**src/common/msp_port_regs.vh**
```
// Purpose: shared constants of the media-independent / symbol port
// Assumes: included by bare name from core files
// Notes: definitions only; times are in ns and turned into cycles by the user
`ifndef MSP_PORT_REGS_VH
`define MSP_PORT_REGS_VH

// ****************************************
// clock and timing
// ****************************************
`define MSP_SYS_PERIOD_NS 25
`define MSP_MDC_MIN_PERIOD_NS 400

// ****************************************
// data path layout
// ****************************************
`define MSP_NIB_W 4
`define MSP_SYM_W 5
`define MSP_SYM_BIT 4
`define MSP_RXW_ERR 5
`define MSP_RXW_SOF 6
`define MSP_RXW_W 7
`define MSP_TXW_ERR 5
`define MSP_TXW_LAST 6
`define MSP_TXW_W 7
`define MSP_SYM_HALT 5'h04

// ****************************************
// management frame layout
// ****************************************
`define MSP_MDIO_FRAME_BITS 64
`define MSP_MDIO_CNT_W 6
`define MSP_MDIO_LAST_BIT 6'h3F
`define MSP_MDIO_RD_DRIVE_BITS 6'h2E
`define MSP_MDIO_RD_DATA_FIRST 6'h30
`define MSP_MDIO_PREAMBLE 32'hFFFFFFFF
`define MSP_MDIO_START 2'h1
`define MSP_MDIO_OP_WR 2'h1
`define MSP_MDIO_OP_RD 2'h2
`define MSP_MDIO_TA_WR 2'h2

`endif

```
**src/core/msp_pair_buf.v**
```verilog
// Purpose: two-entry buffer with valid and ready on both sides
// Assumes: one clock, synchronous active-high reset
// Notes: head entry and flags are flip-flops so outputs come straight from flops
`timescale 1ns/1ps
`default_nettype none

module msp_pair_buf #(
	parameter WIDTH = 7
) (
	input wire sys_clk_i,
	input wire srst_i,
	input wire in_valid_i,
	input wire [WIDTH-1:0] in_data_i,
	output reg in_ready_o,
	output reg out_valid_o,
	output reg [WIDTH-1:0] out_data_o,
	input wire out_ready_i
);

	reg [WIDTH-1:0] slot1; // second entry, behind the head
	reg full1; // second entry holds a word
	wire push; // word accepted this cycle
	wire pop; // head taken this cycle
	reg next_full1;

	assign push = in_valid_i & in_ready_o;
	assign pop = out_valid_o & out_ready_i;

	// occupancy of the second slot after this cycle
	always @* begin
		next_full1 = full1;
		if (pop & ~push) begin
			next_full1 = 1'b0;
		end else if (push & ~pop & out_valid_o) begin
			next_full1 = 1'b1;
		end
	end

	// shift on pop, fill the lowest free slot on push
	always @(posedge sys_clk_i) begin
		if (srst_i) begin
			out_valid_o <= 1'b0;
			full1 <= 1'b0;
			in_ready_o <= 1'b0;
			out_data_o <= {WIDTH{1'b0}};
			slot1 <= {WIDTH{1'b0}};
		end else begin
			full1 <= next_full1;
			// ready is registered, so a full buffer refuses for a whole cycle
			in_ready_o <= ~next_full1;
			if (pop) begin
				out_data_o <= full1 ? slot1 : in_data_i;
				out_valid_o <= full1 | push;
				if (full1 & push) begin
					slot1 <= in_data_i;
				end
			end else if (push) begin
				if (~out_valid_o) begin
					out_data_o <= in_data_i;
					out_valid_o <= 1'b1;
				end else begin
					slot1 <= in_data_i;
				end
			end
		end
	end

endmodule // msp_pair_buf

`default_nettype wire

```
**src/core/msp_mii_port.v**
```verilog
// Purpose: MAC-side logic of the media-independent / symbol port
// Assumes: link clocks well below half of sys_clk_i; all pins are asynchronous
// Notes: link clocks are sampled as data, no second clock domain is used
`timescale 1ns/1ps
`default_nettype none
`include "msp_port_regs.vh"

module msp_mii_port #(
	parameter MDC_MIN_PERIOD_NS = `MSP_MDC_MIN_PERIOD_NS
) (
	input wire sys_clk_i,
	input wire srst_i,
	// mode select from local logic
	input wire sym_mode_i,
	// receive pins from the PHY
	input wire rx_clk_i,
	input wire [4:0] rxd_i,
	input wire rx_data_valid_in_i,
	input wire rx_err_i,
	input wire crs_i,
	input wire col_i,
	input wire signal_detect_in_i,
	// transmit pins to the PHY
	input wire tx_clk_i,
	output reg [4:0] txd_o,
	output reg tx_en_o,
	// management pins
	output reg mdc_o,
	input wire mdio_i,
	output reg mdio_o,
	output reg mdio_oe_o,
	// receive stream to the MAC
	output wire rx_valid_o,
	output wire [4:0] rx_data_o,
	output wire rx_err_o,
	output wire rx_sof_o,
	input wire rx_ready_i,
	output reg rx_overflow_o,
	// transmit stream from the MAC
	input wire tx_valid_i,
	input wire [4:0] tx_data_i,
	input wire tx_err_i,
	input wire tx_last_i,
	output wire tx_ready_o,
	output reg tx_underrun_o,
	// line status
	output reg crs_o,
	output reg col_o,
	output reg signal_detect_o,
	// management command port
	input wire mdio_start_i,
	input wire mdio_write_i,
	input wire [4:0] mdio_phy_i,
	input wire [4:0] mdio_reg_i,
	input wire [15:0] mdio_wdata_i,
	output reg mdio_busy_o,
	output reg mdio_done_o,
	output reg [15:0] mdio_rdata_o
);

	// ****************************************
	// constants
	// ****************************************
	// half period of the management clock, rounded up so the period is never short
	localparam integer MDC_HALF = (MDC_MIN_PERIOD_NS + 2 * `MSP_SYS_PERIOD_NS - 1)
		/ (2 * `MSP_SYS_PERIOD_NS);
	localparam [7:0] MDC_HALF_M1 = MDC_HALF[7:0] - 8'h01;
	localparam ST_IDLE = 1'b0; // management engine waiting
	localparam ST_SHIFT = 1'b1; // management frame in progress
	localparam SYNC_W = 12; // txclk, rxclk, rxd[4:0], dv, err, crs, col, sd

	// mask the fifth bit away outside the symbol modes
	function [4:0] msp_width_mask;
		input [4:0] val;
		input sym;
		begin
			msp_width_mask = sym ? val : {1'b0, val[`MSP_NIB_W-1:0]};
		end
	endfunction

	// ****************************************
	// pin synchronisers
	// ****************************************
	reg [SYNC_W-1:0] pin_s1; // first stage, read only by pin_s2
	reg [SYNC_W-1:0] pin_s2; // second stage, safe to use
	reg [SYNC_W-1:0] pin_d3; // one cycle older, for edges and pre-edge data
	reg mdio_s1; // first stage of the management input
	reg mdio_s2; // second stage of the management input
	wire rx_rise; // receive clock rose
	wire tx_fall; // transmit clock fell

	// all link pins pass the same two flops so they stay aligned with the clocks; mdio has its own pair
	always @(posedge sys_clk_i) begin
		if (srst_i) begin
			pin_s1 <= {SYNC_W{1'b0}};
			pin_s2 <= {SYNC_W{1'b0}};
			pin_d3 <= {SYNC_W{1'b0}};
			mdio_s1 <= 1'b0;
			mdio_s2 <= 1'b0;
		end else begin
			pin_s1 <= {tx_clk_i, rx_clk_i, rxd_i, rx_data_valid_in_i, rx_err_i,
				crs_i, col_i, signal_detect_in_i};
			pin_s2 <= pin_s1;
			pin_d3 <= pin_s2;
			mdio_s1 <= mdio_i;
			mdio_s2 <= mdio_s1;
		end
	end

	// edges seen on the second stage against the third
	assign rx_rise = pin_s2[10] & ~pin_d3[10];
	assign tx_fall = ~pin_s2[11] & pin_d3[11];

	// ****************************************
	// line status
	// ****************************************
	// status bits follow the PHY; signal detect means nothing outside symbol modes
	always @(posedge sys_clk_i) begin
		if (srst_i) begin
			crs_o <= 1'b0;
			col_o <= 1'b0;
			signal_detect_o <= 1'b0;
		end else begin
			crs_o <= pin_s2[2];
			col_o <= pin_s2[1];
			signal_detect_o <= sym_mode_i & pin_s2[0];
		end
	end

	// ****************************************
	// receive path
	// ****************************************
	reg rx_push; // captured word offered to the buffer
	reg [`MSP_RXW_W-1:0] rx_word; // {sof, err, data}
	reg rx_dv_prev; // data valid at the previous receive edge
	wire rx_buf_rdy; // buffer can take a word
	wire [`MSP_RXW_W-1:0] rx_buf_out;

	// capture the pre-edge values at each rising receive clock edge
	always @(posedge sys_clk_i) begin
		if (srst_i) begin
			rx_push <= 1'b0;
			rx_word <= {`MSP_RXW_W{1'b0}};
			rx_dv_prev <= 1'b0;
			rx_overflow_o <= 1'b0;
		end else begin
			rx_push <= 1'b0;
			rx_overflow_o <= 1'b0;
			if (rx_rise) begin
				rx_dv_prev <= pin_d3[4];
				// symbols stream without data valid; nibbles only inside a frame
				if (sym_mode_i | pin_d3[4]) begin
					rx_push <= 1'b1;
					rx_word[4:0] <= msp_width_mask(pin_d3[9:5], sym_mode_i);
					rx_word[`MSP_RXW_ERR] <= pin_d3[3];
					rx_word[`MSP_RXW_SOF] <= pin_d3[4] & ~rx_dv_prev;
				end
			end
			// a refused word is lost; flag it so the MAC can drop the frame
			if (rx_push & ~rx_buf_rdy) begin
				rx_overflow_o <= 1'b1;
			end
		end
	end

	msp_pair_buf #(
		.WIDTH(`MSP_RXW_W)
	) u_rx_buf (
		.sys_clk_i(sys_clk_i),
		.srst_i(srst_i),
		.in_valid_i(rx_push),
		.in_data_i(rx_word),
		.in_ready_o(rx_buf_rdy),
		.out_valid_o(rx_valid_o),
		.out_data_o(rx_buf_out),
		.out_ready_i(rx_ready_i)
	);

	assign rx_data_o = rx_buf_out[4:0];
	assign rx_err_o = rx_buf_out[`MSP_RXW_ERR];
	assign rx_sof_o = rx_buf_out[`MSP_RXW_SOF];

	// ****************************************
	// transmit path
	// ****************************************
	wire tx_have; // buffered word ready to go
	wire [`MSP_TXW_W-1:0] tx_head;
	reg last_sent; // frame ended on the previous transmit edge
	wire tx_take; // head consumed on this edge
	wire [4:0] tx_sym; // data after error insertion

	// one idle nibble follows each frame so enable drops between frames
	assign tx_take = tx_fall & tx_have & ~last_sent;

	// errors are forced into the data itself: halt symbol or inverted nibble
	assign tx_sym = ~tx_head[`MSP_TXW_ERR] ? tx_head[4:0] :
		(sym_mode_i ? `MSP_SYM_HALT : {1'b0, ~tx_head[3:0]});

	// launch on the falling edge so the PHY samples stable data on the rise
	always @(posedge sys_clk_i) begin
		if (srst_i) begin
			txd_o <= 5'h00;
			tx_en_o <= 1'b0;
			last_sent <= 1'b0;
			tx_underrun_o <= 1'b0;
		end else begin
			tx_underrun_o <= 1'b0;
			if (tx_fall) begin
				if (tx_take) begin
					txd_o <= msp_width_mask(tx_sym, sym_mode_i);
					tx_en_o <= 1'b1;
					last_sent <= tx_head[`MSP_TXW_LAST];
				end else begin
					// an empty buffer mid-frame cuts the frame short
					if (tx_en_o & ~last_sent) begin
						tx_underrun_o <= 1'b1;
					end
					txd_o <= 5'h00;
					tx_en_o <= 1'b0;
					last_sent <= 1'b0;
				end
			end
		end
	end

	msp_pair_buf #(
		.WIDTH(`MSP_TXW_W)
	) u_tx_buf (
		.sys_clk_i(sys_clk_i),
		.srst_i(srst_i),
		.in_valid_i(tx_valid_i),
		.in_data_i({tx_last_i, tx_err_i, tx_data_i}),
		.in_ready_o(tx_ready_o),
		.out_valid_o(tx_have),
		.out_data_o(tx_head),
		.out_ready_i(tx_take)
	);

	// ****************************************
	// management engine
	// ****************************************
	reg mstate; // engine state
	reg [7:0] half_cnt; // cycles left in this half of the clock
	reg [`MSP_MDIO_CNT_W-1:0] bit_cnt; // bit now on the line
	reg [`MSP_MDIO_FRAME_BITS-1:0] shreg; // frame, msb on the line
	reg rd_op; // current frame is a read
	reg [15:0] rd_shift; // read data gathered msb first
	wire half_end;

	assign half_end = (half_cnt == 8'h00);

	// frame: preamble, start, op, phy, reg, turnaround, data (64 clocks)
	always @(posedge sys_clk_i) begin
		if (srst_i) begin
			mstate <= ST_IDLE;
			half_cnt <= 8'h00;
			bit_cnt <= {`MSP_MDIO_CNT_W{1'b0}};
			shreg <= {`MSP_MDIO_FRAME_BITS{1'b0}};
			rd_op <= 1'b0;
			rd_shift <= 16'h0000;
			mdc_o <= 1'b0;
			mdio_o <= 1'b0;
			mdio_oe_o <= 1'b0;
			mdio_busy_o <= 1'b0;
			mdio_done_o <= 1'b0;
			mdio_rdata_o <= 16'h0000;
		end else begin
			mdio_done_o <= 1'b0;
			case (mstate)
			ST_IDLE: begin
				mdc_o <= 1'b0;
				mdio_oe_o <= 1'b0;
				// starts arriving while busy are ignored
				if (mdio_start_i) begin
					shreg <= {`MSP_MDIO_PREAMBLE, `MSP_MDIO_START,
						mdio_write_i ? `MSP_MDIO_OP_WR : `MSP_MDIO_OP_RD,
						mdio_phy_i, mdio_reg_i, `MSP_MDIO_TA_WR, mdio_wdata_i};
					rd_op <= ~mdio_write_i;
					bit_cnt <= {`MSP_MDIO_CNT_W{1'b0}};
					half_cnt <= MDC_HALF_M1;
					mdio_o <= 1'b1; // first preamble bit
					mdio_oe_o <= 1'b1;
					mdio_busy_o <= 1'b1;
					mstate <= ST_SHIFT;
				end
			end
			ST_SHIFT: begin
				if (~half_end) begin
					half_cnt <= half_cnt - 8'h01;
				end else begin
					half_cnt <= MDC_HALF_M1;
					mdc_o <= ~mdc_o;
					if (~mdc_o) begin
						// rising edge: the PHY's read data is sampled here
						if (rd_op & (bit_cnt >= `MSP_MDIO_RD_DATA_FIRST)) begin
							rd_shift <= {rd_shift[14:0], mdio_s2};
						end
					end else if (bit_cnt == `MSP_MDIO_LAST_BIT) begin
						// falling edge after the last bit ends the frame
						mdio_oe_o <= 1'b0;
						mdio_o <= 1'b0;
						mdio_busy_o <= 1'b0;
						mdio_done_o <= 1'b1;
						if (rd_op) begin
							mdio_rdata_o <= rd_shift;
						end
						mstate <= ST_IDLE;
					end else begin
						// falling edge: next bit; reads release the line at turnaround
						bit_cnt <= bit_cnt + 6'h01;
						shreg <= {shreg[`MSP_MDIO_FRAME_BITS-2:0], 1'b0};
						mdio_o <= shreg[`MSP_MDIO_FRAME_BITS-2];
						mdio_oe_o <= ~rd_op | ((bit_cnt + 6'h01) < `MSP_MDIO_RD_DRIVE_BITS);
					end
				end
			end
			default: begin
				mstate <= ST_IDLE;
			end
			endcase
		end
	end

	// rate follows the PHY clocks alone; no speed setting exists here

endmodule // msp_mii_port

`default_nettype wire

```
**config.mk**
```make
export PLATFORM = sky130hd
export DESIGN_NAME = msp_mii_port
export DESIGN_NICKNAME = d
export VERILOG_FILES = /design/src/core/msp_pair_buf.v /design/src/core/msp_mii_port.v
export VERILOG_INCLUDE_DIRS = /design/src /design/src/common
export SDC_FILE = /design/constraint.sdc
export NUM_CORES = 1
export LEC_CHECK = 0
export BUFFER_PORTS_ARGS = -buffer_cell sky130_fd_sc_hd__buf_2
export CORE_MARGIN = 2
export CORE_UTILIZATION = 45
export DETAILED_ROUTE_END_ITERATION = 10
export GPL_TIMING_DRIVEN = 0
export HOLD_SLACK_MARGIN = 0.05
export PLACE_DENSITY = 0.73
export SLEW_MARGIN = 20
export SYNTH_ARGS = -nofsm -noshare
export SYNTH_HDL_FRONTEND = slang
export SYNTH_SLANG_ARGS = --single-unit
```
**constraint.sdc**
```tcl
create_clock -name sys_clk_i -period 5.3 [get_ports sys_clk_i]
set_clock_uncertainty 0.05 [all_clocks]
set_input_delay 0.265 -clock sys_clk_i [delete_from_list [all_inputs] [get_ports sys_clk_i]]
set_output_delay 0.265 -clock sys_clk_i [all_outputs]
set_load 0.02 [all_outputs]
```
; Word-level counts from Yosys, hierarchy flattened
; Cells that the tools add are included.
[totals]
out_inout_bits = 41
ramBits = 0
reg_bits = 209
memories = 0
mem_bits_ro = 0
in_bits = 53
wordCells = 185
latch_bits = 0
[op_classes]
n_div = 0
eq_ne = 10
magnitude_cmp = 2
shift = 0
mul = 0
add_sub_neg = 2
bitwise_logic = 44
n_mux = 69
n_reduce_logical = 20
[op_table]
columns = op, n
row1 = $mux 63, 4
row2 = $pmux 63 s2, 1
row3 = $mux 7, 16
row4 = $mux 1, 29
row5 = $mux 6, 4
row6 = $and 1x1->1, 21
row7 = $mux 5, 4
row8 = $not 1->1, 18
row9 = $mux 8, 2
row10 = $pmux 8 s2, 1
row11 = $ne 2x2->1 const B, 7
row12 = $pmux 6 s2, 1
row13 = $reduce_and 4->1, 3
row14 = $pmux 1 s2, 5
row15 = $reduce_and 2->1, 5
row16 = $reduce_and 3->1, 3
row17 = $logic_not 8->1, 1
row18 = $reduce_bool 2->1, 4
row19 = $sub 8x1->8 const B, 1
row20 = $add 6x1->6 const B, 1
row21 = $eq 6x6->1 const B, 1
row22 = $ge 6x6->1 const B, 1
row23 = $lt 6x6->1 const B, 1
row24 = $reduce_and 5->1, 1
row25 = 8 further kinds, 12

; Depth between registers and ports, before layout
[depth]
ltp_word = 11
mapped_depth = 10
ltp_nobuf = 7

; By module
; Synthesis repeated with hierarchy kept, for this count alone.
[unflattened]
hier_cells = 850
area_unflattened_um2 = 7927.6
[modules_own_cells]
columns = mod, area_per_inst_um2, cells_per_inst, n_inst
row1 = msp_mii_port, 6170.9, 664, 1
row2 = msp_pair_buf, 878.3, 93, 2

; Least setup slack after synthesis
; No wires, ideal clock.
[synth_timing]
path_kind = register to register
start = reg half_cnt[0]
end = reg rd_shift[10]
setup_slack_ns = 3.038
path_stages_with_launch = 10
required_time_ns = 5.122
n_path_buf = 2
period_less_slack_ns = 2.262
arrival_time_ns = 2.085
setup_time_ns = 0.128
path_cell_list = dfxtp_1 inv_1 ha_1 nor3b_1 nand2_2 or4_1 buf_2 buf_6 mux2i_1 nor2_1
[synth_via]
elab_chain_cells = 2
[synth_lines]
columns = element, line
row1 = "start, declared", msp_mii_port.v:243  ; reg [7:0] half_cnt;
row2 = "start signal, assigned", msp_mii_port.v:289  ; half_cnt <= half_cnt - 8'h01;
row3 = $logic_not 8->1, msp_mii_port.v:250  ; assign half_end = (half_cnt == 8'h00);
row4 = $reduce_and 4->1 (no source line), -
row5 = "end signal, assigned", msp_mii_port.v:296  ; rd_shift <= {rd_shift[14:0], mdio_s2};
row6 = "end, declared", msp_mii_port.v:247  ; reg [15:0] rd_shift;
; Every way passes these cells.
; A chain may end at the register's enable or synchronous reset.

; Final worst setup path
[layout_timing]
start = reg half_cnt[0]
end = reg shreg[49]
[layout_via]
elab_chain_cells = 3
[layout_lines]
columns = element, line
row1 = $logic_not 8->1, msp_mii_port.v:250
row2 = $ne 2x1->1 (no source line), -
row3 = $reduce_and 4->1 (no source line), -
row4 = "end signal, assigned", msp_mii_port.v:258  ; shreg <= {`MSP_MDIO_FRAME_BITS{1'b0}};
row5 = "end signal, assigned", msp_mii_port.v:275  ; shreg <= {`MSP_MDIO_PREAMBLE, `MSP_MDIO_START,
row6 = "end signal, assigned", msp_mii_port.v:311  ; shreg <= {shreg[`MSP_MDIO_FRAME_BITS-2:0], 1'b0};
row7 = "end, declared", msp_mii_port.v:245  ; reg [`MSP_MDIO_FRAME_BITS-1:0] shreg;
; Every way passes these cells.

==> metrics <==
buffers added on ports=93; Power Internal=0.00264 W; crit path DAT=3.00 ns; worst hold path type=in2reg; top-area cell type share of the netlist area=0.545; Congestion Overflow GR=0; status=complete, no violations; commonest cells after routing, fill and taps aside=dfxtp_1, nor2_1, buf_2; post-route ant nets=0; setup repair bufs after CTS=0; RSZ-0062 raised after global routing=false; CP max FO=10; post-synthesis simple-gate area fraction=0.209; WP buf/inv=4; power share of the combinational group=0.074; syn nets=873; initial core utilization=0.458; Post-Synth XOR/XNOR Area=0.00116; HPWL Detailed=10,900 um; synthesized-area fraction occupied by adder cells=0.00496; final max-slew violation count=0; final wirelength=16,100 um; Startpoint Class=flop; Post-synth ARST share=0; Max clock buf depth=3; WL per Instance=13.5 um; chip width=134 um; share of cells above drive strength 1=0.150; Clock Latency Late Sink=0.49 ns; #FFs+latches synth=206; delay-heaviest family, CP=simple AND/OR/NAND/NOR gates; library cells used by synthesis=42; clk root buf=clkbuf_16; sequential area share after synthesis=0.545; final hold viol count=0; clock period minus worst slack=2.64 ns; gr usage total=0.181; Crit path largest cell delay=0.58 ns; FILL cells=1,460; vias after detailed routing=6,059; part of the power in registers=0.487; drt drc=0; Peak VDD IR=0.198 mV; core area=16,500 um^2; Worst path most repeated cell=buf_4; Util after Layout=0.560; complex-gate fraction of the synthesized area=0.109; Rel. slew slack=0.396; number of hold buffers added after CTS=23; vias per cell=5.08; CTS HTree Levels=1; Reg clk slew, reported paths=0.06 ns; full die area=17,900 um^2; PwrDens=367 nW/um^2; Setup Viol. Count Final=0; pin count of the biggest net entering global routing=14; fmax=379 MHz; Ys Warns=0; Worst EP required=5.66 ns; Mapped Cells=817; Synth area leader=dfxtp_1; EDFF count, synth=0; synth top area cells=dfxtp_1, mux2i_1, nor2_1, a211oi_1, nor2b_1; Die Ht=134 um; first-pass GRT wire length=27,000 um; CP Capture Type=flop; io pins=94; mux cell area share after synthesis=0.0991; drt initial violations=386; slowest cell on the critical path=nor3b_1; clock network power share=0.439; TritonRoute pass-1 iters=5; n_diodes=0; sw frac=0.224; syn_area_per_cell=9.27 um^2; largest family of logic cells by synthesized area=simple AND/OR/NAND/NOR gates; post-CTS sizing=0; Synth Flop Type=dfxtp_1; Tcrit/Tclk final=0.498; P&R area growth vs syn=22.3%; # Max-Cap Violations=0; setup TNS=0 ns; switching power total=0.000759 W; nets@finish=1,013; Placement Rows=47; CTS sink cnt=206; vias in the first global route=5,739; commonest non-fill, non-tap cell in the layout=dfxtp_1; leakage power=4.06 nW; critical path class=reg2reg; Worst Tran Pin Value=0.906 ns; TritonCTS clock tree=built; clock buffer count from CTS=22; initial antenna violation count=0; cell area after synthesis=7570 um^2; crit-path cells=inv_1 -> ha_1 -> nor3b_1 -> and4_1 -> buf_2 -> a21o_1 -> buf_4 -> buf_4 -> nor2_1 -> nor3_1; GPL Wtd Cong=0.770
[layout make-up]
type / count / area (um^2) / share of cell area
multi-input cells: 553 / 3200 / 0.345
flip-flops and latches: 206 / 4120 / 0.445
clock buffers: 34 / 667 / 0.0720
clock inverters: 5 / 50.0 / 0.00540
inverters: 8 / 30.0 / 0.00324
plain buffers: 50 / 219 / 0.0236
well taps: 220 / 275 / 0.0297
repair buffers: 116 / 696 / 0.0751
[metrics by stage]
stage / std cells / hold WS, ns / instance area [um^2] / setup slack, ns / total power [W]
after global routing: 1192 / 0.0682 / 9260 / 2.43 / 0.00354
final: 1192 / 0.0659 / 9260 / 2.66 / 0.00340
after detailed placement: 1130 / 0.372 / 8310 / 2.71 / 0.00192
after CTS: 1192 / 0.0535 / 9260 / 2.65 / 0.00343
after floorplan: 817 / 0.311 / 7570 / 3.04 / 0.00185
after global placement: 1130 / 0.367 / 8310 / 2.76 / 0.00192
[cell usage after synthesis (4+ instances only)]
cell,n
dfxtp_1,206
nor2_1,164
mux2i_1,75
nand2_1,58
nor3_1,44
nor2b_1,43
a211oi_1,42
a21oi_1,42
clkbuf_1,36
nand3_1,15
o21ai_0,11
buf_2,10
a31oi_1,8
inv_1,8
a22oi_1,6
a22o_1,4
a311oi_1,4
and3_1,4
nand2b_1,4
[per-layer routing]
metal / track usage / part of all wire / wire length [um]
met4: 0.0573 / 0.017 / 278
met3: 0.0293 / 0.041 / 665
met2: 0.299 / 0.47 / 7550
met5: 0 / 0 / 0
met1: 0.243 / 0.47 / 7560
[cell families after synthesis]
kind of cell	Yosys count
AO/OA/AOI/OAI	126
XOR/XNOR	1
adder cells (fa/ha/maj)	3
buffers and inverters	58
flip-flops	206
multiplexers	75
AND/OR/NAND/NOR	348
[power by group through the flow]
stage / Sequential, W / Combinational [W] / Clock, W
detailed placement: 0.00169 / 0.000238 / 0
finish: 0.00165 / 0.000253 / 0.00149
global route: 0.00166 / 0.000284 / 0.00159
global placement: 0.00168 / 0.000234 / 0
CTS: 0.00165 / 0.000254 / 0.00153
floorplan: 0.00168 / 0.000165 / 0
[flip-flops by register name, indices dropped and copies added (netlist names), 7 cells and up]
| register | flops |
|---|---|
| rd_shift | 16 |
| u_tx_buf.out_data_o | 7 |
| pin_s1 | 12 |
| mdio_rdata_o | 16 |
| pin_d3 | 11 |
| half_cnt | 8 |
| pin_s2 | 12 |
| u_rx_buf.slot1 | 7 |
| shreg | 63 |
| u_rx_buf.out_data_o | 7 |
| u_tx_buf.slot1 | 7 |
| rx_word | 7 |
[tightest hold or removal path, stage by stage]
cell and delay, ns:
buf_2 0.09, mux2i_1 0.11, a211oi_1 0.08
[final timing paths]
kind                 start   endpoint  slack (ns)  depth (start not counted)
max            half_cnt[0]  shreg[49]        2.66                         10
max reg2reg    half_cnt[0]  shreg[49]        2.66                         10
min          mdio_reg_i[4]  shreg[22]        0.07                          3
min reg2reg      pin_s1[8]  pin_s2[8]        0.38                          1
Note: power is estimated with default switching activity, not from simulation.
